===== config.mk =====
export PLATFORM = sky130hd
export DESIGN_NAME = mia_arbiter
export DESIGN_NICKNAME = d
export VERILOG_FILES = /design/src/inc/mia_pkg.sv /design/src/rtl/mia_arbiter.sv
export VERILOG_INCLUDE_DIRS = /design/src /design/src/inc
export SDC_FILE = /design/constraint.sdc
export NUM_CORES = 1
export LEC_CHECK = 0
export BUFFER_PORTS_ARGS = -buffer_cell sky130_fd_sc_hd__buf_4
export CAP_MARGIN = 20
export CORE_MARGIN = 5
export CORE_UTILIZATION = 40
export DETAILED_ROUTE_END_ITERATION = 12
export GPL_ROUTABILITY_DRIVEN = 0
export PLACE_DENSITY = 0.61
export SETUP_SLACK_MARGIN = 0.2
export SLEW_MARGIN = 40
export SYNTH_ARGS = -nofsm -noshare
export SYNTH_HDL_FRONTEND = slang
export SYNTH_SLANG_ARGS = --single-unit

===== constraint.sdc =====
create_clock -name clock -period 15.4 [get_ports clock]
set_input_delay 2.31 -clock clock [delete_from_list [all_inputs] [get_ports clock]]
set_output_delay 2.31 -clock clock [all_outputs]
set_load 0.01 [all_outputs]

===== src/inc/mia_map.svh =====
// Register map, field positions and timing counts of the interrupt arbiter
// ---------------------------------------------------------------------------
// Operation
// - Eleven sources, four priority levels
// - Each source masked by own enable bit
// - Flag sets regardless of enable
// - Sample flags each machine cycle, poll samples
// - Next cycle acknowledge with forced vector call
// - Withhold while equal/higher level active
// - Withhold during return or enable/priority write
// - Preempt only by strictly higher level
// - Return ends current service level
// - Latency at least seven machine cycles
// - Global enable bit seven blocks all
// - First enable register source bits
// - Second enable register bits five..one
// - Third enable register bit zero
// - Watchdog bits never mask; bit five unused
// - Watchdog started status in priority register
// - Six groups, level from two registers
// - Fixed polling order breaks ties
// - Timer flags cleared on service entry
// ---------------------------------------------------------------------------
`ifndef MIA_MAP_SVH
`define MIA_MAP_SVH

// ---------------------------------------------------------------------------
// Register byte addresses
// ---------------------------------------------------------------------------
`define MIA_OFS_IEN_FIRST   8'h00
`define MIA_OFS_IEN_SECOND  8'h04
`define MIA_OFS_IEN_THIRD   8'h08
`define MIA_OFS_PRIO_LOW    8'h0C
`define MIA_OFS_PRIO_HIGH   8'h10
`define MIA_OFS_FLAGS       8'h14
`define MIA_OFS_STATUS      8'h18

// ---------------------------------------------------------------------------
// Field positions and masks
// ---------------------------------------------------------------------------
`define MIA_BIT_GLOBAL      7
`define MIA_BIT_WD_STARTED  6
`define MIA_IEN_FIRST_MASK  8'hDF
`define MIA_IEN_SECOND_MASK 8'h7E
`define MIA_IEN_THIRD_MASK  8'h01
`define MIA_PRIO_MASK       8'h3F
`define MIA_RESET_BYTE      8'h00

// ---------------------------------------------------------------------------
// Timing and call vectors
// ---------------------------------------------------------------------------
`define MIA_CALL_CYCLES     3'h6
`define MIA_VEC_BASE        16'h0003
`define MIA_VEC_STEP        16'h0008

`endif


===== src/inc/mia_pkg.sv =====
// Types shared by the interrupt arbiter
package mia_pkg;
  // Source indices in fixed polling order, index 0 polled first
  typedef enum logic [3:0] {
    MIA_SRC_EXT0, MIA_SRC_SER_B, MIA_SRC_TMR_A, MIA_SRC_EXT2, MIA_SRC_EXT1, MIA_SRC_EXT3,
    MIA_SRC_TMR_B, MIA_SRC_EXT4, MIA_SRC_SER_A, MIA_SRC_EXT5, MIA_SRC_EXT6
  } mia_src_t;

  typedef struct packed {
    logic        valid;
    logic [15:0] vector;
    logic [1:0]  level;
    logic [3:0]  source;
  } mia_call_t;

  typedef struct packed {
    logic ret_exec;
    logic cfg_write;
    logic instr_busy;
  } mia_core_t;
endpackage


===== src/rtl/mia_arbiter.sv =====
// Interrupt arbiter with enable and priority registers on Avalon-MM
`timescale 1ns/1ps
`include "mia_map.svh"
module mia_arbiter (
  input  wire logic                  clock,
  input  wire logic                  rstn,
  input  wire logic [7:0]            avs_address,
  input  wire logic                  avs_read,
  input  wire logic                  avs_write,
  input  wire logic [31:0]           avs_writedata,
  input  wire logic [3:0]            avs_byteenable,
  output logic [31:0]                avs_readdata,
  output logic                       avs_waitrequest,
  input  wire logic [10:0]           src_event,
  input  wire logic                  watchdog_started_flag,
  input  wire mia_pkg::mia_core_t    core_in,
  input  wire logic                  call_done,
  output mia_pkg::mia_call_t         call_out,
  output logic                       timer_a_irq_ack,
  output logic                       timer_b_irq_ack
);

  // -------------------------------------------------------------------------
  // Timing overview
  // -------------------------------------------------------------------------
  // One clock here stands for one machine cycle of the core.
  // Event at edge n sets its flag at n, the sample is taken at n+1,
  // and the take decision is combinational in the cycle after the sample.
  // The forced call then stands on call_out for at least six cycles;
  // the core ends it with call_done once the six cycles are over.
  // Timer flags are cleared by the same take that starts their call.
  // Reads insert one wait state so that read data come from a flop
  // and still stand at the edge where waitrequest is seen low.
  // Writes complete at once; a write to any enable or priority
  // register also holds off an acknowledge in that cycle.
  // Limitation: only one call is in flight; a later request waits
  // until the core has ended the current call.
  // Trade-off: a level is one bit of active_q, so a nested call of the
  // same level can never be recorded, which matches the rule that equal
  // levels never preempt each other.

  // -------------------------------------------------------------------------
  // Storage
  // -------------------------------------------------------------------------
  logic [7:0]  ien_first_q;        // First enable register
  logic [7:0]  ien_second_q;       // Second enable register
  logic [7:0]  ien_third_q;        // Third enable register
  logic [7:0]  prio_low_q;         // Low priority select bits
  logic [7:0]  prio_high_q;        // High priority select bits
  logic [10:0] flag_q;             // Request flags
  logic [10:0] sample_q;           // Flags as sampled each cycle
  logic        rd_ready_q;         // Read data loaded, answer now
  logic [3:0]  active_q;           // One bit per level in service
  logic        wd_started_q;
  logic        ack_q;
  logic [2:0]  call_cnt_q;
  logic [31:0] rdata_q;
  mia_pkg::mia_call_t call_q;
  logic [10:0] enabled;            // Enable per source after global gate
  logic [10:0] pend;               // Sampled and enabled requests
  logic [10:0] clr_sw;             // Software clear strobes
  logic [1:0]  src_level [11];
  logic [1:0]  best_level;
  logic [3:0]  best_src;
  logic        best_valid;         // Some request is pending
  logic        cfg_hit;            // Enable or priority write this cycle
  logic        take;               // Acknowledge this cycle
  logic        core_ok;            // Core state allows acknowledge
  logic        cfg_ok;             // No configuration write in progress
  logic        idle_ok;            // No call in flight
  logic        call_end;           // Core ends the current call

  // Group of each source, used for priority lookup
  function automatic logic [2:0] group_of(input logic [3:0] s);
    case (s)
      4'h0, 4'h1: group_of = 3'h0;
      4'h2, 4'h3: group_of = 3'h1;
      4'h4, 4'h5: group_of = 3'h2;
      4'h6, 4'h7: group_of = 3'h3;
      4'h8, 4'h9: group_of = 3'h4;
      default:    group_of = 3'h5;
    endcase
  endfunction

  // Highest active level, 3'h4 coded as none
  function automatic logic [2:0] top_active(input logic [3:0] a);
    if (a[3])      top_active = 3'h3;
    else if (a[2]) top_active = 3'h2;
    else if (a[1]) top_active = 3'h1;
    else if (a[0]) top_active = 3'h0;
    else           top_active = 3'h4;
  endfunction

  // -------------------------------------------------------------------------
  // Bus slave: writes single cycle, reads one wait state
  // -------------------------------------------------------------------------
  wire wr_lane0 = avs_write && avs_byteenable[0];
  // Registered read data must stand when waitrequest drops
  assign avs_waitrequest = avs_read && !rd_ready_q;
  assign avs_readdata    = rdata_q;
  // Any write to enable or priority registers defers acknowledge
  assign cfg_hit = core_in.cfg_write ||
                   (wr_lane0 && (avs_address <= `MIA_OFS_PRIO_HIGH));

  // Enable and priority registers; unused bits stay zero
  always_ff @(posedge clock or negedge rstn) begin
    if (!rstn) begin
      ien_first_q  <= `MIA_RESET_BYTE;
      ien_second_q <= `MIA_RESET_BYTE;
      ien_third_q  <= `MIA_RESET_BYTE;
      prio_low_q   <= `MIA_RESET_BYTE;
      prio_high_q  <= `MIA_RESET_BYTE;
    end else if (wr_lane0) begin
      case (avs_address)
        `MIA_OFS_IEN_FIRST:  ien_first_q  <= avs_writedata[7:0] & `MIA_IEN_FIRST_MASK;
        `MIA_OFS_IEN_SECOND: ien_second_q <= avs_writedata[7:0] & `MIA_IEN_SECOND_MASK;
        `MIA_OFS_IEN_THIRD:  ien_third_q  <= avs_writedata[7:0] & `MIA_IEN_THIRD_MASK;
        `MIA_OFS_PRIO_LOW:   prio_low_q   <= avs_writedata[7:0] & `MIA_PRIO_MASK;
        `MIA_OFS_PRIO_HIGH:  prio_high_q  <= avs_writedata[7:0] & `MIA_PRIO_MASK;
        default: ;
      endcase
    end
  end

  // Read wait state: high for the cycle after a read is first seen
  always_ff @(posedge clock or negedge rstn) begin
    if (!rstn) begin
      rd_ready_q <= 1'b0;
    end else begin
      rd_ready_q <= avs_read && !rd_ready_q;
    end
  end

  // Read data registered; unmapped addresses read zero
  always_ff @(posedge clock or negedge rstn) begin
    if (!rstn) begin
      rdata_q <= 32'h0;
    end else if (avs_read && !rd_ready_q) begin
      case (avs_address)
        `MIA_OFS_IEN_FIRST:  rdata_q <= {24'h0, ien_first_q};
        `MIA_OFS_IEN_SECOND: rdata_q <= {24'h0, ien_second_q};
        `MIA_OFS_IEN_THIRD:  rdata_q <= {24'h0, ien_third_q};
        `MIA_OFS_PRIO_LOW:   rdata_q <= {24'h0, 1'b0, wd_started_q, prio_low_q[5:0]};
        `MIA_OFS_PRIO_HIGH:  rdata_q <= {24'h0, prio_high_q};
        `MIA_OFS_FLAGS:      rdata_q <= {21'h0, flag_q};
        `MIA_OFS_STATUS:     rdata_q <= {27'h0, ack_q, active_q};
        default:             rdata_q <= 32'h0;
      endcase
    end
  end

  // Watchdog started status, cleared only by reset
  always_ff @(posedge clock or negedge rstn) begin
    if (!rstn) wd_started_q <= 1'b0;
    else if (watchdog_started_flag) wd_started_q <= 1'b1;
  end

  // -------------------------------------------------------------------------
  // Flags: set by event regardless of enable; set beats clear
  // -------------------------------------------------------------------------
  // Writing one to a flag bit clears it
  assign clr_sw = (avs_write && avs_byteenable[0] && avs_address == `MIA_OFS_FLAGS) ?
                  {avs_byteenable[1] ? avs_writedata[10:8] : 3'h0, avs_writedata[7:0]} : 11'h0;

  always_ff @(posedge clock or negedge rstn) begin
    if (!rstn) begin
      flag_q <= 11'h0;
    end else begin
      for (int i = 0; i < 11; i++) begin
        if (src_event[i]) flag_q[i] <= 1'b1;
        else if (clr_sw[i] || (take && best_src == 4'(i) &&
                 (i == 2 || i == 6))) flag_q[i] <= 1'b0;
      end
    end
  end

  // Per-source enable mapping
  always_comb begin
    enabled = '0;
    enabled[mia_pkg::MIA_SRC_EXT0]  = ien_first_q[0];
    enabled[mia_pkg::MIA_SRC_TMR_A] = ien_first_q[1];
    enabled[mia_pkg::MIA_SRC_EXT1]  = ien_first_q[2];
    enabled[mia_pkg::MIA_SRC_TMR_B] = ien_first_q[3];
    enabled[mia_pkg::MIA_SRC_SER_A] = ien_first_q[4];
    enabled[mia_pkg::MIA_SRC_EXT2]  = ien_second_q[1];
    enabled[mia_pkg::MIA_SRC_EXT3]  = ien_second_q[2];
    enabled[mia_pkg::MIA_SRC_EXT4]  = ien_second_q[3];
    enabled[mia_pkg::MIA_SRC_EXT5]  = ien_second_q[4];
    enabled[mia_pkg::MIA_SRC_EXT6]  = ien_second_q[5];
    enabled[mia_pkg::MIA_SRC_SER_B] = ien_third_q[0];
    if (!ien_first_q[`MIA_BIT_GLOBAL]) enabled = '0;
  end

  // Sample once per machine cycle (one clock here)
  always_ff @(posedge clock or negedge rstn) begin
    if (!rstn) sample_q <= 11'h0;
    else sample_q <= flag_q;
  end

  assign pend = sample_q & enabled;

  // Level of each source from its group bits
  genvar g;
  generate
    for (g = 0; g < 11; g++) begin : g_level
      assign src_level[g] = {prio_high_q[group_of(4'(g))], prio_low_q[group_of(4'(g))]};
    end
  endgenerate

  // Highest level wins; lowest index wins among equals
  always_comb begin
    best_valid = 1'b0;
    best_level = 2'h0;
    best_src   = 4'h0;
    for (int i = 0; i < 11; i++) begin
      if (pend[i] && (!best_valid || src_level[i] > best_level)) begin
        best_valid = 1'b1;
        best_level = src_level[i];
        best_src   = 4'(i);
      end
    end
  end

  // -------------------------------------------------------------------------
  // Acknowledge and forced call
  // -------------------------------------------------------------------------
  wire [2:0] cur_top = top_active(active_q);
  wire       beats   = (cur_top == 3'h4) || ({1'b0, best_level} > cur_top);
  // Core must be mid-instruction and not returning
  assign core_ok  = core_in.instr_busy && !core_in.ret_exec;
  // Enable and priority writes from either side defer the acknowledge
  assign cfg_ok   = !cfg_hit;
  // Only one forced call in flight at a time
  assign idle_ok  = !ack_q;
  assign take     = best_valid && beats && idle_ok && core_ok && cfg_ok;
  // A done pulse before the sixth cycle is ignored
  assign call_end = ack_q && (call_cnt_q <= 3'h1) && call_done;

  // Acknowledge busy from take until the core ends the call
  always_ff @(posedge clock or negedge rstn) begin
    if (!rstn) begin
      ack_q <= 1'b0;
    end else if (take) begin
      ack_q <= 1'b1;
    end else if (call_end) begin
      ack_q <= 1'b0;
    end
  end

  // Call cycle counter: six cycles before an end is accepted
  always_ff @(posedge clock or negedge rstn) begin
    if (!rstn) begin
      call_cnt_q <= 3'h0;
    end else if (take) begin
      call_cnt_q <= `MIA_CALL_CYCLES;
    end else if (ack_q && call_cnt_q > 3'h1) begin
      call_cnt_q <= call_cnt_q - 3'h1;
    end else if (call_end) begin
      call_cnt_q <= 3'h0;
    end
  end

  // Call request: vector, level and source held for the whole call
  always_ff @(posedge clock or negedge rstn) begin
    if (!rstn) begin
      call_q <= '0;
    end else if (take) begin
      call_q.valid  <= 1'b1;
      call_q.level  <= best_level;
      call_q.source <= best_src;
      call_q.vector <= `MIA_VEC_BASE + 16'(best_src) * `MIA_VEC_STEP;
    end else if (call_end) begin
      call_q.valid  <= 1'b0;
    end
  end

  // Levels in service: set on take, top cleared on return
  always_ff @(posedge clock or negedge rstn) begin
    if (!rstn) begin
      active_q <= 4'h0;
    end else if (take) begin
      active_q[best_level] <= 1'b1;
    end else if (core_in.ret_exec && cur_top != 3'h4) begin
      active_q[cur_top[1:0]] <= 1'b0;
    end
  end

  assign call_out        = call_q;
  assign timer_a_irq_ack = take && best_src == 4'(mia_pkg::MIA_SRC_TMR_A);
  assign timer_b_irq_ack = take && best_src == 4'(mia_pkg::MIA_SRC_TMR_B);

endmodule // mia_arbiter

## Yosys cells after proc, flatten, opt, wreduce, memory -nomap -nowiden

Index checks and enable logic that the tools add are counted.

| storage, ports and cells | value |
|---|---|
| register bits | 112 |
| output and inout port bits | 58 |

| cells by class | value |
|---|---|
| bitwise operators | 4 |
| reductions and logical operators | 75 |
| add/subtract/negate cells | 2 |
| equality and inequality tests | 10 |
| $lt $le $gt $ge | 18 |
| mux-type cells | 73 |

Operator list:

| cell | count |
|---|---|
| $pmux W11 S7 | 1 |
| $mux W4 | 11 |
| $mux W1 | 38 |
| $logic_and A1 B1 Y1 | 27 |
| $reduce_bool A2 Y1 | 13 |
| $eq A8 B5 Y1 const B | 3 |
| $mux W3 | 8 |
| $mux W11 | 2 |
| $mux W2 | 11 |
| $gt A2 B2 Y1 | 10 |
| $eq A8 B4 Y1 const B | 2 |
| $logic_not A1 Y1 | 14 |
| $logic_or A1 B1 Y1 | 14 |
| $and A11 B11 Y11 | 1 |
| $reduce_and A2 Y1 | 5 |
| $add A2 B7 Y8 const A | 1 |
| $eq A8 B3 Y1 const B | 1 |
| $le A8 B5 Y1 const B | 1 |
| $logic_not A8 Y1 | 1 |
| $lt A2 B3 Y1 const B | 2 |
| $and A4 B4 Y4 | 1 |
| $demux W1 S2 | 2 |
| $eq A4 B2 Y1 const B | 1 |
| $eq A4 B3 Y1 const B | 1 |
| 10 further kinds | 11 |

## Logic depth before layout (Yosys ltp)

Gate-level depths: netlist of the first run.

| depth | value |
|---|---|
| depth in word-level cells | 53 |
| depth in mapped cells | 71 |
| mapped depth without buffers | 70 |

## Worst setup path before layout of the first run

Ideal clock, no wire load.

| timing path | value |
|---|---|
| path type | register to output |
| start | reg ien_first_q[0] |
| end | out timer_a_irq_ack |
| path buffers | 1 |
| data required time | 13.090 ns |
| cell stages (with the launch flop) | 67 |
| data arrival time | 11.497 ns |
| slack | 1.593 ns |
| cells stage by stage | dfrtp_1 a22o_4 and3_1 ha_1 nor2_1 o21ai_1 a21oi_1 nand2b_1 nand2_1 ha_1 nor2_1 o21ai_0 a31oi_1 or2_1 o2bb2ai_4 ha_1 nor2_1 nand2_1 [... 31 more ...] and2_1 o21ai_0 nand3b_4 mux2_4 ha_1 nand2_1 o21ai_0 o21ai_1 nand2b_1 buf_2 mux2i_2 ha_1 a21oi_1 o21ai_0 a31oi_1 o21ai_1 or3_1 and4b_1 |

| between the ends | value |
|---|---|
| cells in the longest elaborated chain, start to end | 50 |

Ends and longest elaborated chain:

| element | RTL line | text |
|---|---|---|
| from (decl) | mia_arbiter.sv:45 | `logic [7:0] ien_first_q;` |
| from (signal assigned) | mia_arbiter.sv:108 | `` ien_first_q <= `MIA_RESET_BYTE; `` |
| from (signal assigned) | mia_arbiter.sv:115 | `` `MIA_OFS_IEN_FIRST: ien_first_q <= avs_writedata[7:0] & `MIA_IEN_FIRST_MASK; `` |
| $mux W11 * | mia_arbiter.sv:191 | `` if (!ien_first_q[`MIA_BIT_GLOBAL]) enabled = '0; `` |
| $and A11 B11 Y11 * | mia_arbiter.sv:200 | `assign pend = sample_q & enabled;` |
| $mux W2 or $mux W1 (tied branches) | mia_arbiter.sv:216 | `if (pend[i] && (!best_valid \|\| src_level[i] > best_level)) begin` |
| $gt A2 B2 Y1 or $logic_not A1 Y1 (tied branches) | mia_arbiter.sv:216 |  |
| $logic_or A1 B1 Y1 | mia_arbiter.sv:216 |  |
| $logic_and A1 B1 Y1 | mia_arbiter.sv:216 |  |
| $mux W2 or $mux W1 (tied branches) | mia_arbiter.sv:216 |  |
| $gt A2 B2 Y1 or $logic_not A1 Y1 (tied branches) | mia_arbiter.sv:216 |  |
| [... 32 more ...] | -- |  |
| $logic_or A1 B1 Y1 | mia_arbiter.sv:216 |  |
| $logic_and A1 B1 Y1 | mia_arbiter.sv:216 |  |
| $mux W2 * | mia_arbiter.sv:216 |  |
| via best_level[1] | mia_arbiter.sv:63 | `logic [1:0] best_level;` |
| $gt A2 B3 Y1 * | mia_arbiter.sv:228 | `wire beats = (cur_top == 3'h4) \|\| ({1'b0, best_level} > cur_top);` |
| $logic_or A1 B1 Y1 * | mia_arbiter.sv:228 |  |
| $logic_and A1 B1 Y1 * (4 in series) | mia_arbiter.sv:235 | `assign take = best_valid && beats && idle_ok && core_ok && cfg_ok;` |
| $logic_and A1 B1 Y1 * | mia_arbiter.sv:289 | `assign timer_a_irq_ack = take && best_src == 4'(mia_pkg::MIA_SRC_TMR_A);` |
| to (decl) | mia_arbiter.sv:19 | `output logic timer_a_irq_ack,` |

The timed path passes the listed nets; every way through them passes the cells marked *.

## Worst setup path in the final report of the first run

Same ends and word-level chain as after synthesis.

==> results.md, run 1 <==
* Outcome: finished, final reports clean
* P&R area growth vs syn at 23.32%
* Ports at 122
* Die W at 118.0 um
* Leak pwr at 0.002579 uW
* Sw frac at 25.68%
* Share of cells above drive strength 1 at 33.45%
* Final instance area at 5756 um^2
* Synth Instances at 482
* M2 GR Usage at 26.63%
* WP data arrival at 12300 ps
* Post-route DRC at 0
* Initial antenna violation count at 0
* Critical Path RT at 13090 ps
* Sequential area share after synthesis at 40.75%
* Total gr overflow at 0
* CTS buffer count at 9
* Hold wc startpoint: flag_q[10]$_DFFE_PN0P_
* Vias in the first global route at 3687
* Hold path depth at 0
* Die footprint at 13930 um^2
* Top_reg_cell synth: dfrtp_1
* FF+latch count, synth at 76
* Met1 usage at 23.56%
* Dpl cell area at 5144 um^2
* Pint at 360.4 uW
* Worst min-delay path category: reg2reg
* Slowest cell on the critical path: dfrtp_2
* Switching Power at 124.5 uW
* Core box area at 11420 um^2
* Comb pwr share at 12.2%
* Final setup TNS at 0 ps
* Diode count at 0
* Seq. cell area at 1903 um^2
* Fin crit period at 14610 ps
* Reg-to-Reg End: flag_q[6]$_DFFE_PN0P_
* Drt wl/cell at 17.41 um
* Total global routing track utilization at 17.01%
* H-Tree Depth at 3
* Nets at 630
* Maxcap violations at 0
* 1st-iter DRT viols at 209
* Critical path class: reg2out
* DP Wirelength at 8974 um
* PwrDens at 84.25 nW/um^2
* Max Transition Viols Final at 0
* Most common cell after layout, fill and taps aside: buf_4
* Routed Antenna Nets at 0
* Final WL at 12170 um
* # fillers at 1068
* CTS Root Cell: clkbuf_16
* Crit. End Element: output pin
* Max-slew headroom at 53.83%
* Clk slew on worst S/H paths at 60 ps
* Hold path endpoint: sample_q[10]$_DFF_PN0_
* Ys async rst share at 100.0%
* Final setup fails at 0
* Commonest cells after routing, fill and taps aside: buf_4, dfrtp_1, nand2_1, o21ai_0, conb_1
* Fin. Hold Viols at 0
* Clock latency on the worst-skew pair at 340 ps
* Fin Clk Skew at 7.301 ps
* Fmax at 0.06846 GHz
* Post-Syn Area at 4667 um^2
* RSZ-0062 raised after global routing: false
* Core Rows at 39
* Met3 Track Usage GR at 3.604%
* Final period util at 94.86%
* Post-synthesis cell type count at 71
* Highest cell delay on the worst timing path at 430 ps
* Startpoint Class: flip-flop
* Worst vdd ir at 0.06137 mV
* IO Port Bufs at 67
* CTS tree: yes
* Clk buf depth at 2
* Global-route wire length before repair at 19330 um
* Initial Util at 40.87%
* Mean Syn Cell Area at 9.683 um^2
* Gr busiest metal: met2
* Largest net degree at the start of global routing at 77
* Number of flops mapped to enable cells by yosys at 0
* R2R Setup Slk at 3230 ps
* Synth warnings at 0
* Num Clock Sinks at 76
* Path depth of the worst reg2reg path at 69
* Clk pwr share at 43.3%
* R2R Path Start: ien_first_q[0]$_DFFE_PN0P_
* Die Y at 118.0 um
* Sequential Power Share at 44.5%
* Worst slew pin tran at 692.5 ps
* DR pass1 iterations at 6
* Vias at 3857
* Layout Utilization at 50.41%
* Critical-path maximum fanout at 6
* Vias per cell at 5.518
* Area of the multi-input gates at 2699 um^2
[synthesized netlist by cell type (all sizes together) (14+ instances only)]
cell type	n	area share (%)
ha	14	3.8
dfrtp	76	41
nor2	30	2.4
nand3	18	2.1
buf	44	6.7
a21o	14	2.3
mux2	29	7.1
o21ai	37	4.0
nand2	57	4.6
mux2i	14	3.1
a21oi	16	1.8
inv	17	1.4
[how the worst max path moves through the flow]
stage                          startpoint         endpoint  slack (ps)  depth (start not counted)
2_1_floorplan  ien_first_q[0]$_DFFE_PN0P_  timer_a_irq_ack        1590                         66
3_3_place_gp   ien_first_q[0]$_DFFE_PN0P_  timer_a_irq_ack         650                         66
3_5_place_dp   ien_first_q[0]$_DFFE_PN0P_  timer_a_irq_ack         280                         66
4_1_cts        ien_first_q[0]$_DFFE_PN0P_  timer_a_irq_ack         200                         67
5_1_grt        ien_first_q[0]$_DFFE_PN0P_  timer_a_irq_ack          70                         68
6_report       ien_first_q[0]$_DFFE_PN0P_  timer_a_irq_ack         790                         68
[kinds of logic (layout without fill, tap and decap cells)]
family	Yosys count	count (layout)	share of synthesized area (%)
buffers and inverters	70	114	8.793
AND/OR/NAND/NOR	160	160	17.78
other	1	31	0.08035
multiplexers	43	43	10.16
AO/OA/AOI/OAI	118	118	18.69
flip-flops	76	76	40.75
adder cells (fa/ha/maj)	14	14	3.753
[repair_timing]
action | in CTS | in global routing
gates cloned | 0 | 0
endpoints found under the setup margin | 2 | 2
hold buffers | 0 | 0
pin swaps | 0 | 23
buffers inserted | 0 | 12
gates resized for setup | 7 | 41
[metrics by stage]
stage                     setup WS, ps  power, uW  hold WS (ps)  instances
after floorplan                   1593      258.1         374.0        512
after global placement           647.6      273.6         388.4        672
after detailed placement         275.9      276.0         393.4        672
after CTS                        200.3      485.2         405.9        687
after global routing             72.87      507.0         421.2        699
final                            792.2      484.9         402.8        699
[final cells by class]
cell class | count | share of cell area, %
clock buffers | 10 | 4.152
clock inverters | 5 | 0.9130
inverters | 17 | 1.109
multi-input cells | 366 | 46.89
flip-flops and latches | 76 | 33.07
well taps | 143 | 3.109
repair buffers | 82 | 10.76
[sequential cells by signal (all words and copies together) (netlist names), 3 cells and up]
register      flops
call_out          8
prio_low_q        6
active_q          4
avs_readdata     11
prio_high_q       6
ien_first_q       7
ien_second_q      6
flag_q           11
sample_q         11
call_cnt_q        3
[critical path, delay by kind of cell (launching register included)]
kind,cells,cell delay (ps)
AND/OR/NAND/NOR,29,4310
AO/OA/AOI/OAI,26,3780
buffers and inverters,1,120
flip-flops,1,430
adder cells (fa/ha/maj),10,2740
multiplexers,2,550
[per-layer routing]
metal  wire length (um)  up-vias
met5                  0        -
met4                211        0
met3                819       13
met2               5694      149
met1               5441     1876
li1                   -     1819
[power by group through the flow]
stage	combinational, uW	clock, uW	sequential (uW)
floorplan	41.9	0	216
global placement	54.7	0	219
detailed placement	56.6	0	219
CTS	57.3	212	216
global route	66.9	223	217
finish	59.0	210	216
Note: power is estimated with default switching activity, not from simulation.
==> run 2, diff against run 1 <==
--- a/config.mk
+++ b/config.mk
@@ -6,13 +6,14 @@
 export SDC_FILE = /design/constraint.sdc
 export NUM_CORES = 1
 export LEC_CHECK = 0
+export ABC_AREA = 1
 export BUFFER_PORTS_ARGS = -buffer_cell sky130_fd_sc_hd__buf_4
 export CAP_MARGIN = 20
 export CORE_MARGIN = 5
 export CORE_UTILIZATION = 40
 export DETAILED_ROUTE_END_ITERATION = 12
 export GPL_ROUTABILITY_DRIVEN = 0
-export PLACE_DENSITY = 0.61
+export PLACE_DENSITY = 0.62
 export SETUP_SLACK_MARGIN = 0.2
 export SLEW_MARGIN = 40
 export SYNTH_ARGS = -nofsm -noshare
==> results.md, run 2 <==
* Outcome: finished, final reports clean
* Max Transition Viols Final at 0
* FF+latch count, synth at 76
* Number of flops mapped to enable cells by yosys at 0
* Commonest cells after routing, fill and taps aside: nand2_1, inv_1, dfrtp_1, buf_4, o21ai_0
* Worst min-delay path category: reg2reg
* Most common cell after layout, fill and taps aside: nand2_1
* Vias per cell at 4.847
* Sequential area share after synthesis at 42.20%
* Mean Syn Cell Area at 7.639 um^2
* Synth Instances at 590
* Fin Clk Skew at 6.349 ps
* Global-route wire length before repair at 17960 um
* Die Y at 116.1 um
* Fmax at 0.07366 GHz
* Final setup fails at 0
* Critical path class: reg2out
* Total power at 529.4 uW
* Post-Syn Area at 4507 um^2
* Maxcap violations at 0
* DP Wirelength at 8431 um
* Final WL at 10980 um
* Total global routing track utilization at 17.13%
* Largest net degree at the start of global routing at 77
* Clk buf depth at 2
* Startpoint Class: flip-flop
* CTS Root Cell: clkbuf_16
* Clock latency on the worst-skew pair at 330 ps
* Synth warnings at 0
* Crit. End Element: output pin
* Share of cells above drive strength 1 at 17.96%
* Critical Path RT at 13090 ps
* Core Rows at 38
* Post-route DRC at 0
* Worst vdd ir at 0.06728 mV
* Diode count at 0
* Num Clock Sinks at 76
* Most numerous cell on the critical path: nand2_1
* Post-CTS Setup Inserts at 0
* Final setup TNS at 0 ps
* Top cells by area, synth: dfrtp_1, nand2_1, o21ai_0
* 1st-iter DRT viols at 237
* WP data arrival at 11270 ps
* Top_reg_cell synth: dfrtp_1
* P&R area growth vs syn at 19.07%
* Leak pwr at 0.002823 uW
* Fin crit period at 13580 ps
* Slowest cell on the critical path: dfrtp_1
* Core box area at 10940 um^2
* Hold Slack at 371.2 ps
* Synth area leader: dfrtp_1
* Count leader, synth: nand2_1
* Highest cell delay on the worst timing path at 650 ps
* Worst slew pin tran at 647.2 ps
* Clk slew on worst S/H paths at 60 ps
* Pre-CTS WS at 2099 ps
* Vias in the first global route at 3728
* Final instance area at 5366 um^2
* Top-area cell type share of the netlist area at 42.20%
* Routed Antenna Nets at 0
* CTS tree: yes
* Die footprint at 13490 um^2
* CTS Hold Bufs at 0
* Vias at 3863
* Final period util at 88.15%
* DR pass1 iterations at 5
* Post-synth top cells: nand2_1, inv_1, dfrtp_1
* Ports at 122
* Setup ws final at 1825 ps
* Fin. Hold Viols at 0
* Dpl cell area at 4994 um^2
* Drt wl/cell at 13.78 um
* Die W at 116.1 um
* Post-synthesis cell type count at 37
* Initial antenna violation count at 0
* IO Port Bufs at 67
* Post-cts resize count at 0
* Initial Util at 41.21%
* Critical-path maximum fanout at 14
* CTS buffer count at 9
* PwrDens at 98.64 nW/um^2
* Max-slew headroom at 55.74%
* Total gr overflow at 0
* Nets at 730
* RSZ-0062 raised after global routing: false
* Ys async rst share at 100.0%
* H-Tree Depth at 3
-- run 2: changes by cell type after synthesis, moves of 13 or more --
cell     previous run  this run
nor2_1             30        49
mux2_2             28         0
inv_1              16        82
mux2i_1            13         0
nand2_1            56       135
o21ai_0            34        62
nand2_2             1        18
nand3_1            16        40
-- run 2: kinds of logic (layout without fill, tap and decap cells) --
family / after synthesis / count (layout) / share of synthesized area (%)
flip-flops: 76 / 76 / 42.20
other: 1 / 31 / 0.08321
buffers and inverters: 130 / 167 / 13.96
AO/OA/AOI/OAI: 103 / 103 / 13.24
adder cells (fa/ha/maj): 14 / 14 / 3.887
AND/OR/NAND/NOR: 265 / 265 / 26.43
XOR/XNOR: 1 / 1 / 0.1944
-- run 2: path summary, 6_finish.rpt --
path	from	to	slack, ps	cells past startpoint
max in group asynchronous	rstn	call_out[5]$_DFFE_PN0P_	12930	1
min in group asynchronous	rstn	sample_q[7]$_DFF_PN0_	1990	1
min reg2reg	flag_q[4]$_DFFE_PN0P_	sample_q[4]$_DFF_PN0_	370	0
min	flag_q[4]$_DFFE_PN0P_	sample_q[4]$_DFF_PN0_	370	0
max reg2reg	ien_first_q[7]$_DFFE_PN0P_	call_cnt_q[1]$_DFFE_PN0P_	4560	73
max	ien_first_q[7]$_DFFE_PN0P_	timer_a_irq_ack	1820	74
-- run 2: routing by layer --
layer	track usage, %	part of all wire (%)	routed length, um
met2	27.20	46	5092
met5	0	0	0
met3	3.057	5.9	653
met4	7.889	2.7	299
met1	22.92	45	4936
-- run 2: final cells by class --
cell class | count | area, um^2
tap | 140 | 175.2
clock buffer | 10 | 239.0
timing repair buffer | 67 | 506.7
clock inverter | 6 | 133.9
fill | 1067 | 5569
inverter | 84 | 315.3
multi-input combinational | 414 | 2095
sequential | 76 | 1902
-- run 2: critical path: cells and delay by family (launching register included) --
| family | cells | cell delay (ps) |
|---|---|---|
| buffers and inverters | 6 | 790 |
| adders and majority gates | 10 | 2770 |
| AOI/OAI and AO/OA | 11 | 1960 |
| DFF | 1 | 650 |
| and+or+nand+nor | 47 | 4710 |
-- run 2: stage by stage --
step | cells | utilization [%]
after floorplan | 620 | -
after global placement | 781 | 45.57
after detailed placement | 781 | 45.66
after CTS | 797 | 49.07
after global routing | 797 | 49.07
final | 797 | 49.07
-- run 2: report_power, final --
| part | switching (uW) | internal, uW | leakage (uW) | total, uW |
|---|---|---|---|---|
| registers | 6.37 | 208 | 0.000928 | 214 |
| logic | 31.8 | 22.8 | 0.00171 | 54.7 |
| clock network | 81.4 | 179 | 0.000183 | 261 |
==> run 3, diff against run 2 <==
==> constraint.sdc (replaced) <==
create_clock -name clock -period 16.28 [get_ports clock]
set_input_delay 2.442 -clock clock [delete_from_list [all_inputs] [get_ports clock]]
set_output_delay 2.442 -clock clock [all_outputs]
set_load 0.01 [all_outputs]
==> results.md, run 3 (synthesized netlist as in run 2, its figures left out) <==
* Vias per cell at 4.832
* Nets at 730
* Die Y at 116.1 um
* Maxcap violations at 0
* PwrDens at 93.46 nW/um^2
* Die footprint at 13490 um^2
* Max-slew headroom at 49.22%
* Drt wl/cell at 13.59 um
* # fillers at 1055
* Leak pwr at 0.002823 uW
* H-Tree Depth at 3
* CTS tree: yes
* Highest cell delay on the worst timing path at 660 ps
* Clk slew on worst S/H paths at 60 ps
* Final setup fails at 0
* Max Transition Viols Final at 0
* Fin crit period at 13710 ps
* Commonest cells after routing, fill and taps aside: nand2_1, inv_1, dfrtp_1, buf_4, o21ai_0
* Initial Util at 41.21%
* Crit. End Element: output pin
* 1st-iter DRT viols at 270
* Critical Path RT at 13840 ps
* Dpl cell area at 4994 um^2
* Most numerous cell on the critical path: nand2_1
* Final instance area at 5366 um^2
* Final period util at 84.23%
* Share of cells above drive strength 1 at 17.96%
* Core Rows at 38
* P&R area growth vs syn at 19.07%
* Vias at 3851
* Critical path class: reg2out
* Core box area at 10940 um^2
* Routed Antenna Nets at 0
* Global-route wire length before repair at 17700 um
* Total power at 501.6 uW
* Post-CTS Setup Inserts at 0
* Startpoint Class: flip-flop
* Fin. Hold Viols at 0
* Post-cts resize count at 0
* Diode count at 0
* Total gr overflow at 0
* CTS Root Cell: clkbuf_16
* Num Clock Sinks at 76
* Outcome: finished, final reports clean
* Final setup TNS at 0 ps
* CTS Hold Bufs at 0
* Final WL at 10830 um
* Fin Clk Skew at 4.635 ps
* IO Port Bufs at 67
* Die W at 116.1 um
* Worst min-delay path category: reg2reg
* DP Wirelength at 8424 um
* Worst vdd ir at 0.06326 mV
* Largest net degree at the start of global routing at 77
* Clk buf depth at 2
* Critical-path maximum fanout at 14
* Slowest cell on the critical path: dfrtp_1
* Clock latency on the worst-skew pair at 330 ps
* CTS buffer count at 9
* Initial antenna violation count at 0
* RSZ-0062 raised after global routing: false
* Most common cell after layout, fill and taps aside: nand2_1
* Total global routing track utilization at 16.84%
* Setup ws final at 2567 ps
* Ports at 122
* Vias in the first global route at 3636
* DR pass1 iterations at 4
* Worst slew pin tran at 742.4 ps
* Post-route DRC at 0
* WP data arrival at 11270 ps
* Fmax at 0.07292 GHz
* R2R Setup Slk at 5430 ps
* Pre-CTS WS at 2854 ps
run 3: worst max-delay path: cells and delay by family (launching register included):
| family | cells | cell delay, ps |
|---|---|---|
| AOI/OAI and AO/OA | 11 | 2010 |
| adders and majority gates | 10 | 2780 |
| DFF | 1 | 660 |
| buffers and inverters | 6 | 790 |
| and+or+nand+nor | 47 | 4700 |
run 3: layer usage:
layer	GRT usage, %	part of all wire [%]
met5	0	0
met4	7.425	2.5
met3	1.762	4.9
met2	26.74	46
met1	23.45	47
run 3: worst paths after layout:
kind | from | end | cells after the start
hold reg to reg | flag_q[0]$_DFFE_PN0P_ | sample_q[0]$_DFF_PN0_ | 0
setup / recovery | ien_first_q[7]$_DFFE_PN0P_ | timer_a_irq_ack | 74
min in group asynchronous | rstn | sample_q[7]$_DFF_PN0_ | 1
max in group asynchronous | rstn | active_q[0]$_DFFE_PN0P_ | 1
setup reg to reg | ien_first_q[7]$_DFFE_PN0P_ | call_cnt_q[1]$_DFFE_PN0P_ | 73
hold / removal | flag_q[0]$_DFFE_PN0P_ | sample_q[0]$_DFF_PN0_ | 0
run 3: cell type report:
class | count | area (um^2) | share of cell area (%)
well taps | 140 | 175.2 | 3.264
inverters | 84 | 315.3 | 5.875
flip-flops and latches | 76 | 1902 | 35.44
clock buffers | 10 | 239.0 | 4.453
repair buffers | 67 | 506.7 | 9.443
multi-input cells | 414 | 2095 | 39.03
clock inverters | 6 | 133.9 | 2.495
run 3: where the power goes:
group	internal, uW	total (uW)	switching [uW]
logic	21.6	51.6	30.0
clock network	170	248	77.9
registers	196	202	6.05
total	388	502	114
run 3: metrics by stage:
stage	hold WS [ps]	cells	util [%]
after global placement	357.7	781	45.57
after detailed placement	358.4	781	45.66
after global routing	384.4	797	49.07
final	371.8	797	49.07
after CTS	371.3	797	49.07
after floorplan	353.7	620	-
